## config.mk

```make
export PLATFORM = sky130hd
export DESIGN_NAME = hpp_port
export DESIGN_NICKNAME = d
export VERILOG_FILES = /design/src/hpp_pkg.sv /design/src/hpp_sync.sv /design/src/hpp_port.sv
export SDC_FILE = /design/constraint.sdc
export NUM_CORES = 1
export LEC_CHECK = 0
export ABC_AREA = 1
export BUFFER_PORTS_ARGS = -buffer_cell sky130_fd_sc_hd__buf_2
export CORE_UTILIZATION = 50
export DETAILED_ROUTE_END_ITERATION = 8
export GPL_TIMING_DRIVEN = 0
export HOLD_SLACK_MARGIN = 0.08
export PLACE_DENSITY = 0.83
export SETUP_SLACK_MARGIN = 0.02
export SLEW_MARGIN = 0
export SYNTH_ARGS = -nofsm -noshare
export SYNTH_HDL_FRONTEND = slang
export SYNTH_SLANG_ARGS = --single-unit
```

## constraint.sdc

```tcl
create_clock -name sys_clk -period 1.5 [get_ports sys_clk]
set_input_delay 0.075 -clock sys_clk [delete_from_list [all_inputs] [get_ports sys_clk]]
set_output_delay 0.075 -clock sys_clk [all_outputs]
set_load 0.05 [all_outputs]
```

## src/hpp_pkg.sv

```systemverilog
// Package of constants and carriers for the dual-mode host port handshake.
//
// Notes on behaviour
// RULE1: Mode low selects separate read/write strobes.
// RULE2: Mode high selects data strobe style.
// RULE3: Control lines sampled on rising clock edges.
// RULE4: Write ready rises 4 to 9 clocks later.
// RULE5: Read ready rises 8 to 13 clocks later.
// RULE6: Strobe-mode write acknowledged 4 to 9 clocks.
// RULE7: Strobe-mode read acknowledged 8 to 13 clocks.
// RULE8: Host holds write strobe until ready.
// RULE9: Host holds address and data until ready.
// RULE10: Host holds data strobe until acknowledge.
package hpp_pkg;

  // ----------------------------------------------------------------
  // Timing counts
  // ----------------------------------------------------------------

  // Clock period in nanoseconds.
  localparam int ClkPeriodNs = 50;
  // Typical write access in clock periods.
  localparam int WrAccCycles = 5;
  // Typical read access in clock periods.
  localparam int RdAccCycles = 10;
  // Documented bounds, kept for the checks.
  localparam int WrAccMin = 4;
  localparam int WrAccMax = 9;
  localparam int RdAccMin = 8;
  localparam int RdAccMax = 13;
  // Width of the access counter.
  localparam int CntW = 4;

  // ----------------------------------------------------------------
  // Carriers
  // ----------------------------------------------------------------

  // Host control lines as they arrive at the pins.
  typedef struct packed {
    logic chipSelN;
    logic rdStrobeN;  // Read strobe, or data strobe in strobe mode.
    logic wrStrobeN;  // Write strobe, or read/write select.
  } hpp_ctrl_t;

  // Access requested towards the core.
  typedef struct packed {
    logic isRead;
    logic active;
  } hpp_acc_t;

endpackage : hpp_pkg

```

## src/hpp_sync.sv

```systemverilog
// Two-flop synchroniser for a bundle of asynchronous pin levels.
`timescale 1ns/10ps
module hpp_sync #(
  parameter int W = 3,
  parameter logic [W-1:0] RstVal = '1
) (
  // Clock and reset.
  input wire logic sys_clk,
  input wire logic rst_n,
  // Asynchronous level in, synchronised level out.
  input wire logic [W-1:0] asyncIn,
  output logic [W-1:0] syncOut
);

  // A bundle needs at least one bit.
  if (W < 1) begin : g_badWidth
    $error("hpp_sync: width must be at least one");
  end

  // First stage, read only by the second stage.
  logic [W-1:0] meta_reg;
  // Second stage.
  logic [W-1:0] sync_reg;

  // The first stage registers the pins, the second the first; nothing else looks at the first.
  always_ff @(posedge sys_clk or negedge rst_n) begin
    if (!rst_n) begin
      meta_reg <= RstVal;
      sync_reg <= RstVal;
    end else begin
      meta_reg <= asyncIn;
      sync_reg <= meta_reg;
    end
  end

  assign syncOut = sync_reg;

endmodule : hpp_sync

```

## src/hpp_port.sv

```systemverilog
// Host port handshake: mode select, strobe decode and access timing.
`timescale 1ns/10ps
module hpp_port
  import hpp_pkg::*;
#(
  parameter int WrCycles = hpp_pkg::WrAccCycles,
  parameter int RdCycles = hpp_pkg::RdAccCycles
) (
  // Clock and reset.
  input wire logic sys_clk,
  input wire logic rst_n,
  // Static bus style select: low separate strobes, high data strobe.
  input wire logic modeSel,
  // Host control pins.
  input wire hpp_pkg::hpp_ctrl_t hostCtrl,
  // Separate-strobe completion line.
  output logic ready,
  // Data-strobe acknowledge, open drain style.
  output logic data_ack_n,
  output logic dataAckOe,
  // Access towards the core and its completion.
  output hpp_pkg::hpp_acc_t coreAcc,
  output logic coreDone
);

  import hpp_pkg::*;

  // ----------------------------------------------------------------
  // Parameter checks
  // ----------------------------------------------------------------

  // Access times must stay inside the documented window; the upper
  // limit keeps three cycles of the budget for synchronisation and the take.
  if (WrCycles < WrAccMin || WrCycles > WrAccMax - 3 ||
      RdCycles < RdAccMin || RdCycles > RdAccMax - 3) begin : g_badCycles
    $error("hpp_port: access cycles out of range");
  end

  // ----------------------------------------------------------------
  // Pin synchronisation
  // ----------------------------------------------------------------

  // Synchronised pins; two cycles of latency are budgeted below.
  hpp_ctrl_t ctrlSync;
  // Mode pin after synchronisation.
  logic modeSync;

  // RULE3 sample controls
  hpp_sync #(.W(3), .RstVal(3'h7)) u_ctrl_sync (
    .sys_clk(sys_clk),
    .rst_n(rst_n),
    .asyncIn(hostCtrl),
    .syncOut(ctrlSync)
  );

  hpp_sync #(.W(1), .RstVal(1'h0)) u_mode_sync (
    .sys_clk(sys_clk),
    .rst_n(rst_n),
    .asyncIn(modeSel),
    .syncOut(modeSync)
  );

  // ----------------------------------------------------------------
  // Strobe decode
  // ----------------------------------------------------------------

  // Access requested and its direction, per bus style.
  logic reqOn;
  logic reqRead;

  // Decode the strobes according to the selected style.
  always_comb begin
    if (!modeSync) begin
      // RULE1 separate strobes
      reqOn = !ctrlSync.chipSelN &&
              (!ctrlSync.rdStrobeN || !ctrlSync.wrStrobeN);
      reqRead = !ctrlSync.rdStrobeN;
    end else begin
      // RULE2 data strobe style
      reqOn = !ctrlSync.chipSelN && !ctrlSync.rdStrobeN;
      reqRead = ctrlSync.wrStrobeN;
    end
  end

  // ----------------------------------------------------------------
  // Access state machine
  // ----------------------------------------------------------------

  typedef enum logic [1:0] {HppIdle, HppWait, HppDone} hpp_state_t;

  // State, direction and counter.
  hpp_state_t state_reg, state_next;
  logic isRead_reg, isRead_next;
  logic [CntW-1:0] cnt_reg, cnt_next;

  // Counts of remaining cycles; three were spent in synchronisation and the take.
  localparam logic [CntW-1:0] WrLoad = CntW'(WrCycles - 3);
  localparam logic [CntW-1:0] RdLoad = CntW'(RdCycles - 3);

  // Next state: wait the access time, then hold done until release.
  always_comb begin
    state_next = state_reg;
    isRead_next = isRead_reg;
    cnt_next = cnt_reg;
    unique case (state_reg)
      HppIdle: begin
        if (reqOn) begin
          // RULE4 write time
          // RULE5 read time
          state_next = HppWait;
          isRead_next = reqRead;
          cnt_next = reqRead ? RdLoad : WrLoad;
        end
      end
      HppWait: begin
        // A strobe dropped early aborts without completion.
        if (!reqOn) begin
          state_next = HppIdle;
        end else if (cnt_reg == '0) begin
          state_next = HppDone;
        end else begin
          cnt_next = cnt_reg - CntW'(1);
        end
      end
      HppDone: begin
        // RULE8 host holds strobe
        // RULE10 host holds strobe
        if (!reqOn) begin
          state_next = HppIdle;
        end
      end
    endcase
  end

  // Register the state group.
  always_ff @(posedge sys_clk or negedge rst_n) begin
    if (!rst_n) begin
      state_reg <= HppIdle;
      isRead_reg <= 1'h0;
      cnt_reg <= '0;
    end else begin
      state_reg <= state_next;
      isRead_reg <= isRead_next;
      cnt_reg <= cnt_next;
    end
  end

  // ----------------------------------------------------------------
  // Completion outputs
  // ----------------------------------------------------------------

  // Ready is low while an access is pending, high otherwise.
  logic ready_reg, ready_next;
  logic ack_reg, ack_next;

  // RULE6 acknowledge write
  // RULE7 acknowledge read
  always_comb begin
    ready_next = !(state_next == HppWait);
    ack_next = modeSync && (state_next == HppDone);
  end

  always_ff @(posedge sys_clk or negedge rst_n) begin
    if (!rst_n) begin
      ready_reg <= 1'h1;
      ack_reg <= 1'h0;
    end else begin
      ready_reg <= ready_next;
      ack_reg <= ack_next;
    end
  end

  // RULE9 host holds data
  assign ready = ready_reg;
  assign data_ack_n = !ack_reg;
  assign dataAckOe = ack_reg;
  assign coreAcc = '{isRead: isRead_reg, active: state_reg != HppIdle};
  assign coreDone = state_reg == HppDone;
endmodule : hpp_port

```

==> results of run 1 <==
## metrics by stage
stage | hold WS, ns | instances | utilization | setup slack, ns | area, um2
floorplan | -0.221 | 87 | - | 0.163 | 785
global placement | 0.00600 | 113 | 0.621 | 0.184 | 858
detailed placement | 0.00354 | 113 | 0.621 | 0.145 | 858
CTS | 0.211 | 122 | 0.679 | 0.0483 | 938
global route | 0.238 | 122 | 0.682 | 0.0207 | 943
finish | 0.201 | 122 | 0.682 | 0.112 | 943
## Yosys cell counts
| master | n | area [um2] |
|---|---|---|
| ha_1 | 4 | 50.1 |
| nor2_1 | 4 | 15.0 |
| a21oi_4 | 1 | 16.3 |
| nor2_2 | 1 | 6.26 |
| buf_4 | 1 | 7.51 |
| nand2_2 | 4 | 25.0 |
| inv_2 | 2 | 7.51 |
| a21oi_1 | 1 | 5.00 |
| o21ai_1 | 3 | 15.0 |
| inv_1 | 14 | 52.6 |
| xor2_1 | 1 | 8.76 |
| nand3_1 | 4 | 20.0 |
| dfrtp_1 | 10 | 250 |
| dfstp_2 | 7 | 184 |
| nand2_1 | 25 | 93.8 |
| o21ai_0 | 5 | 25.0 |
## cells by family (layout without fill, tap and decap cells)
logic type,Yosys count,in the layout,synth area share
buffers and inverters,17,37,0.0864
AND/OR/NAND/NOR,38,38,0.205
flip-flops,17,17,0.555
XOR/XNOR,1,1,0.0112
AO/OA/AOI/OAI,10,10,0.0784
adder cells (fa/ha/maj),4,4,0.0640
## area by class of cell
cell class / instances / area [um2]
Buffer: 1 / 7.51
Clock buffer: 3 / 22.5
Clock inverter: 1 / 7.51
Fill cell: 100 / 439
Inverter: 16 / 60.1
Multi-Input combinational cell: 53 / 285
Sequential cell: 17 / 434
Tap cell: 15 / 18.8
Timing Repair Buffer: 16 / 108
## worst max-delay path, cell delays in order, from the launching register on
cell and delay [ns]:
dfrtp_1 0.42, inv_1 0.11, ha_1 0.22, inv_1 0.07, buf_4 0.19
## layout by cell type, fill, tap and decap left out
cell and instances:
nand2_1 25, inv_1 14, dfrtp_1 10, buf_2 10, dfstp_2 7, o21ai_0 5, dlygate4sd3_1 5, nand2_2 4
nand3_1 4, nor2_1 4, o21ai_1 3, clkbuf_4 3, inv_2 2, ha_1 2, ha_2 2, buf_4 2
a21oi_4 1, nor2_2 1, a21oi_1 1, xor2_1 1, clkinvlp_4 1
## routing by layer
metal	global-route usage	part of all wire
met3	0.0652	0.044
met2	0.309	0.53
met4	0.0581	0.014
met1	0.193	0.41
met5	0	0
## power groups by stage
stage / Combinational [W] / Clock, W / Sequential [W]
after global placement: 0.000848 / 0 / 0.000658
after global routing: 0.00103 / 0.000289 / 0.000675
after CTS: 0.000904 / 0.000267 / 0.000658
final: 0.000917 / 0.000256 / 0.000659
after detailed placement: 0.000878 / 0 / 0.000668
after floorplan: 0.000660 / 0 / 0.000712
## repair_timing
item	in CTS	in global routing
hold buffers	5	0
gates resized for setup	0	3
endpoints found under the hold margin	21	0
setup endpoints to repair	0	6
## worst paths after layout
check | to | slack, ns | depth (start not counted)
setup / recovery | coreAcc[0] | 0.11 | 4
hold reg to reg | u_mode_sync.syncOut | 0.36 | 0
hold / removal | cnt_reg[2] | 0.20 | 2
setup reg to reg | cnt_reg[0] | 0.16 | 9
max in group asynchronous | ready | 0.99 | 2
min in group sys_clk | u_mode_sync.syncOut | 0.36 | 0
==> impl_results.md, run 1 <==
* Power Internal at 0.000985 W
* Critical Path Fanout Max at 3
* Setup crit start kind: flip-flop
* Crit. Startpoint: state_reg[0]
* Worst skew pair latency at roughly 0.30 ns
* Clock skew at roughly 0.008 ns
* Pwr per Cell Area at around 1900 mW/mm2
* Setup CP Type: flip-flop to output port
* Port Buffers at 11
* Synth warn at 0
* Unrepaired setup endpoints after global routing: no
* Drt pass-1 iters at 4
* CTS clk-pin slew, worst paths at around 0.11 ns
* Detailed Place HPWL at slightly below 1 mm
* Ports at 12
* Highest achievable clock rate at approximately 700 MHz
* Mapped Cells at 87
* Clk pwr share at 0.140
* Actual slew at the worst max-slew pin at roughly 0.35 ns
* Worst Path Required at between 1 and 1.5 ns
* GR Overflow Total at 0
* Post-synthesis cell area at 782 um2
* Post-synthesis sequential area ratio at 0.555
* Max reg flops at 4
* Clock Sinks at 17
* Synth Register Bits at 17
* Final setup viols at 0
* Slew margin rel. at 0.765
* Drt drc at 0
* Hold Path Class: input pin to async pin
* CTS HTree Levels at 1
* CTS Buf Count at 3
* Final worst-path cycle share at 0.926
* Outcome: finished clean
* TritonCTS clock tree: yes
* DIE WIDTH at a little over 40 um
* Tot Pwr at 0.00183 W
* Final ANT Viol Nets at 0
* CTS Buffer Depth at 2
* Antenna diodes at 0
* Placer Congestion at a little under 0.8
* Die Y at between 40 and 50 um
* Reg-to-reg critical path startpoint: state_reg[1]
* CORE AREA at 0.00138 mm2
* Die area at roughly 0.0017 mm2
* Max cap viols at 0
* Pin count of the biggest net entering global routing at 18
* Routed vias/inst at 4.90
* TNS Setup at 0 ns
* Max Slew Vio Count at 0
* Share of cells above drive strength 1 at 0.308
* Final #Nets at between 100 and 150
* Row cnt at 13
* DRT iter0 DRCs at 17
* Synth unique cells at 16
* Pleak at ~0.49 nW
* Syn Area/Cell at 8.99 um2
* Logic pwr share at 0.501
* GRT Total Usage at 0.175
* P_sw at between 0.0008 and 0.0009 W
* Synth Net Count at 97
* Tmin final at between 1 and 1.5 ns
* Setup bufs post-CTS at 0
* Layout area overhead at 20.6%
* CP Capture Type: output port
* Initial antenna violation count at 0
* WL/cell at around 11 um
* Initial Utilization at 0.566
* Sw Ratio at 0.462
* Root buf cell: clkbuf_4
* Routed WL at approximately 1.3 mm
* Worst path arrival time at 1.31 ns
* Max IR drop VDD at slightly above 900 uV
* First-pass GRT wire length at approximately 2.3 mm
* Via count at between 500 and 600
* Flop pwr share at 0.360
* Hold Fails Final Rpt at 0
* Vias in the first global route at around 560
(Power assumes the default switching activity.)
==> inputs of run 2 (changes only) <==
--- a/config.mk
+++ b/config.mk
@@ -5,7 +5,6 @@
 export SDC_FILE = /design/constraint.sdc
 export NUM_CORES = 1
 export LEC_CHECK = 0
-export ABC_AREA = 1
 export BUFFER_PORTS_ARGS = -buffer_cell sky130_fd_sc_hd__buf_2
 export CORE_UTILIZATION = 50
 export DETAILED_ROUTE_END_ITERATION = 8
@@ -13,7 +12,7 @@
 export HOLD_SLACK_MARGIN = 0.08
 export PLACE_DENSITY = 0.83
 export SETUP_SLACK_MARGIN = 0.02
-export SLEW_MARGIN = 0
+export SLEW_MARGIN = 20
 export SYNTH_ARGS = -nofsm -noshare
 export SYNTH_HDL_FRONTEND = slang
 export SYNTH_SLANG_ARGS = --single-unit
==> constraint.sdc (replaced) <==
create_clock -name sys_clk -period 1.4 [get_ports sys_clk]
set_input_delay 0.07 -clock sys_clk [delete_from_list [all_inputs] [get_ports sys_clk]]
set_output_delay 0.07 -clock sys_clk [all_outputs]
set_load 0.05 [all_outputs]
==> run 2 against run 1 <==
Net effect: the flow now finishes with violations (setup timing); synthesized area decreased by 0.48%; worst hold slack about the same; critical path depth increased by 3; cell count decreased by 7.4%; core utilization increased by 14 points; combinational power increased by 19%; sequential share of layout area decreased by 7.3 points; critical path type is now flip-flop to flip-flop; largest power group unchanged.
==> impl_results.md, run 2 <==
* Fin util at 0.821
* Die Y at between 40 and 50 um
* Final worst-path cycle share at 1.13
* Clock skew at between 0.006 and 0.007 ns
* Max IR drop VDD at approximately 1200 uV
* Syn Area/Cell at 11.6 um2
* Critical Path Fanout Max at 4
* DRT iter0 DRCs at 8
* Worst skew pair latency at around 0.3 ns
* Synth top cells by count: 10 x dfrtp_1, 8 x inv_1, 7 x dfstp_2
* Initial antenna violation count at 0
* Synth top area share at 0.322
* Placer Congestion at 0.740
* Most frequent cell after synthesis: dfrtp_1
* Failing checks: setup timing
* Final ANT Viol Nets at 0
* Slew margin rel. at 0.763
* Drt drc at 0
* Highest achievable clock rate at between 600 and 700 MHz
* CTS Buf Count at 3
* Post-route insts no fill at roughly 110
* Vias in the first global route at ~700
* Root buf cell: clkbuf_4
* Post-synth EDFFs at 0
* Die area at 0.00172 mm2
* Port Buffers at 11
* Synth warn at 0
* Area contributors post-synth: dfrtp_1 32%, dfstp_2 24%, ha_1 6.4%
* WL/cell at between 10 and 15 um
* Main synth FF type: dfrtp_1
* Pin count of the biggest net entering global routing at 18
* Drt pass-1 iters at 4
* Commonest non-fill, non-tap cell in the layout: buf_4
* Fillcell total at 71
* Row cnt at 13
* GRT Total Usage at 0.232
* Setup CP Type: flip-flop to flip-flop
* Max cap viols at 0
* Final setup viols at 7
* Commonest non-fill, non-tap cells in the layout: 14 x buf_4, 10 x dfrtp_1, 10 x buf_2, 7 x dfstp_2, 5 x dlygate4sd3_1
* Multi-input gate area at 395 um2
* Pleak at 0.471 nW
* Ports at 12
* TritonCTS clock tree: yes
* Max Slew Vio Count at 0
* Clock Sinks at 17
* R2R depth at 7
* Hold Path Class: input pin to async pin
* CP Capture Type: flip-flop
* GR Overflow Total at 0
* Unrepaired setup endpoints after global routing: yes
* Via count at approximately 640
* Synth Register Bits at 17
* Inst Count DP at 93
* Synth Net Count at 77
* Layout area overhead at 44.2%
* Largest area contributor in the netlist: dfrtp_1
* CTS Buffer Depth at 2
* Pwr per Cell Area at between 1500 and 2000 mW/mm2
* First-pass GRT wire length at roughly 3 mm
* Synth unique cells at 26
* Setup ws final at -0.179 ns
* DIE WIDTH at roughly 41 um
* Tmin final at 1.58 ns
* Worst Path Required at roughly 1.6 ns
* Setup crit start kind: flip-flop
* Final #Nets at ~110
* CORE AREA at 0.00137 mm2
* Initial Utilization at 0.570
* Post-synthesis cell area at between 700 and 800 um2
* Mapped Cells at 67
* Outcome: finished, violations left
* Post-synthesis sequential area ratio at 0.558
* Detailed Place HPWL at 983 um
* Pre-CTS WS at -0.354 ns
* Actual slew at the worst max-slew pin at ~0.36 ns
* Share of cells above drive strength 1 at 0.561
* CTS clk-pin slew, worst paths at 0.10 ns
* FF/Latch Area at around 430 um2
* Hold Fails Final Rpt at 0
* Share of synthesized registers carrying an async set or reset at 1.00
* Routed vias/inst at 5.63
* Worst path arrival time at 1.77 ns
* Setup slack, reg-to-reg at -0.18 ns
* Routed WL at 1.68 mm
* Antenna diodes at 0
* Max reg flops at 4
* CTS HTree Levels at 1
## run 2: changes by cell type after synthesis, sizes merged, moves of 3 or more
cell and change:
inv -8, nand3 -4, o21ai -4, a21oi +3
nand2 -25, nor3 +3
## run 2: per-stage QoR
stage / TNS (ns) / power (W) / cell area [um2] / hold WS (ns)
after global routing: -1.46 / 0.00221 / 1120 / 0.232
after global placement: -1.51 / 0.00141 / 871 / -0.00274
after CTS: -0.642 / 0.00206 / 1120 / 0.211
after floorplan: -1.31 / 0.00129 / 797 / -0.226
final: -0.774 / 0.00210 / 1120 / 0.201
after detailed placement: -2.01 / 0.00146 / 871 / 0.00348
## run 2: final timing paths
kind	from	to
setup / recovery	state_reg[0]	dataAckOe
hold / removal	rst_n	u_mode_sync.meta_reg
setup reg to reg	state_reg[0]	dataAckOe
hold reg to reg	u_ctrl_sync.meta_reg[2]	u_ctrl_sync.syncOut[2]
max in group asynchronous	rst_n	ready
min in group sys_clk	u_ctrl_sync.meta_reg[2]	u_ctrl_sync.syncOut[2]
## run 2: critical path: stages, from the launching register on
cell	delay, ns
dfrtp_1	0.44
inv_2	0.09
buf_4	0.11
ha_4	0.16
nor2_2	0.05
o41ai_2	0.30
nand2_1	0.14
and3_1	0.19
## run 2: area by class of cell
cell class / instances / area share
plain buffers: 1 / 0.00669
clock buffers: 3 / 0.0201
clock inverters: 1 / 0.00669
inverters: 8 / 0.0346
multi-input cells: 40 / 0.352
flip-flops and latches: 17 / 0.387
well taps: 15 / 0.0167
repair buffers: 28 / 0.176
## run 2: report_power, final
part	switching (W)	internal, W	total [W]
clock network	0.000161	0.000109	0.000270
registers	0.000129	0.000613	0.000742
logic	0.000579	0.000507	0.00109
## run 2: per-layer routing
metal / wire length (um) / track usage / vias up
li1: - / - / 298
met1: 661 / 0.249 / 312
met2: 884 / 0.403 / 17
met3: 52 / 0.0435 / 9
met4: 78 / 0.168 / 0
met5: 0 / 0 / -
## run 2: repair_timing
| item | 4_1_cts | 5_1_grt |
|---|---|---|
| setup endpoints to repair | 8 | 11 |
| hold buffers | 5 | 0 |
| hold endpoints to repair | 21 | 0 |
| gates resized for setup | 21 | 3 |
| pin swaps | 12 | 4 |
| setup buffers | 11 | 1 |
## run 2: cell families after synthesis
logic type / Yosys count / synth area share
and+or+nand+nor: 16 / 0.117
AOI/OAI and AO/OA: 20 / 0.206
buffers and inverters: 10 / 0.0547
DFF: 17 / 0.558
adders and majority gates: 4 / 0.0643
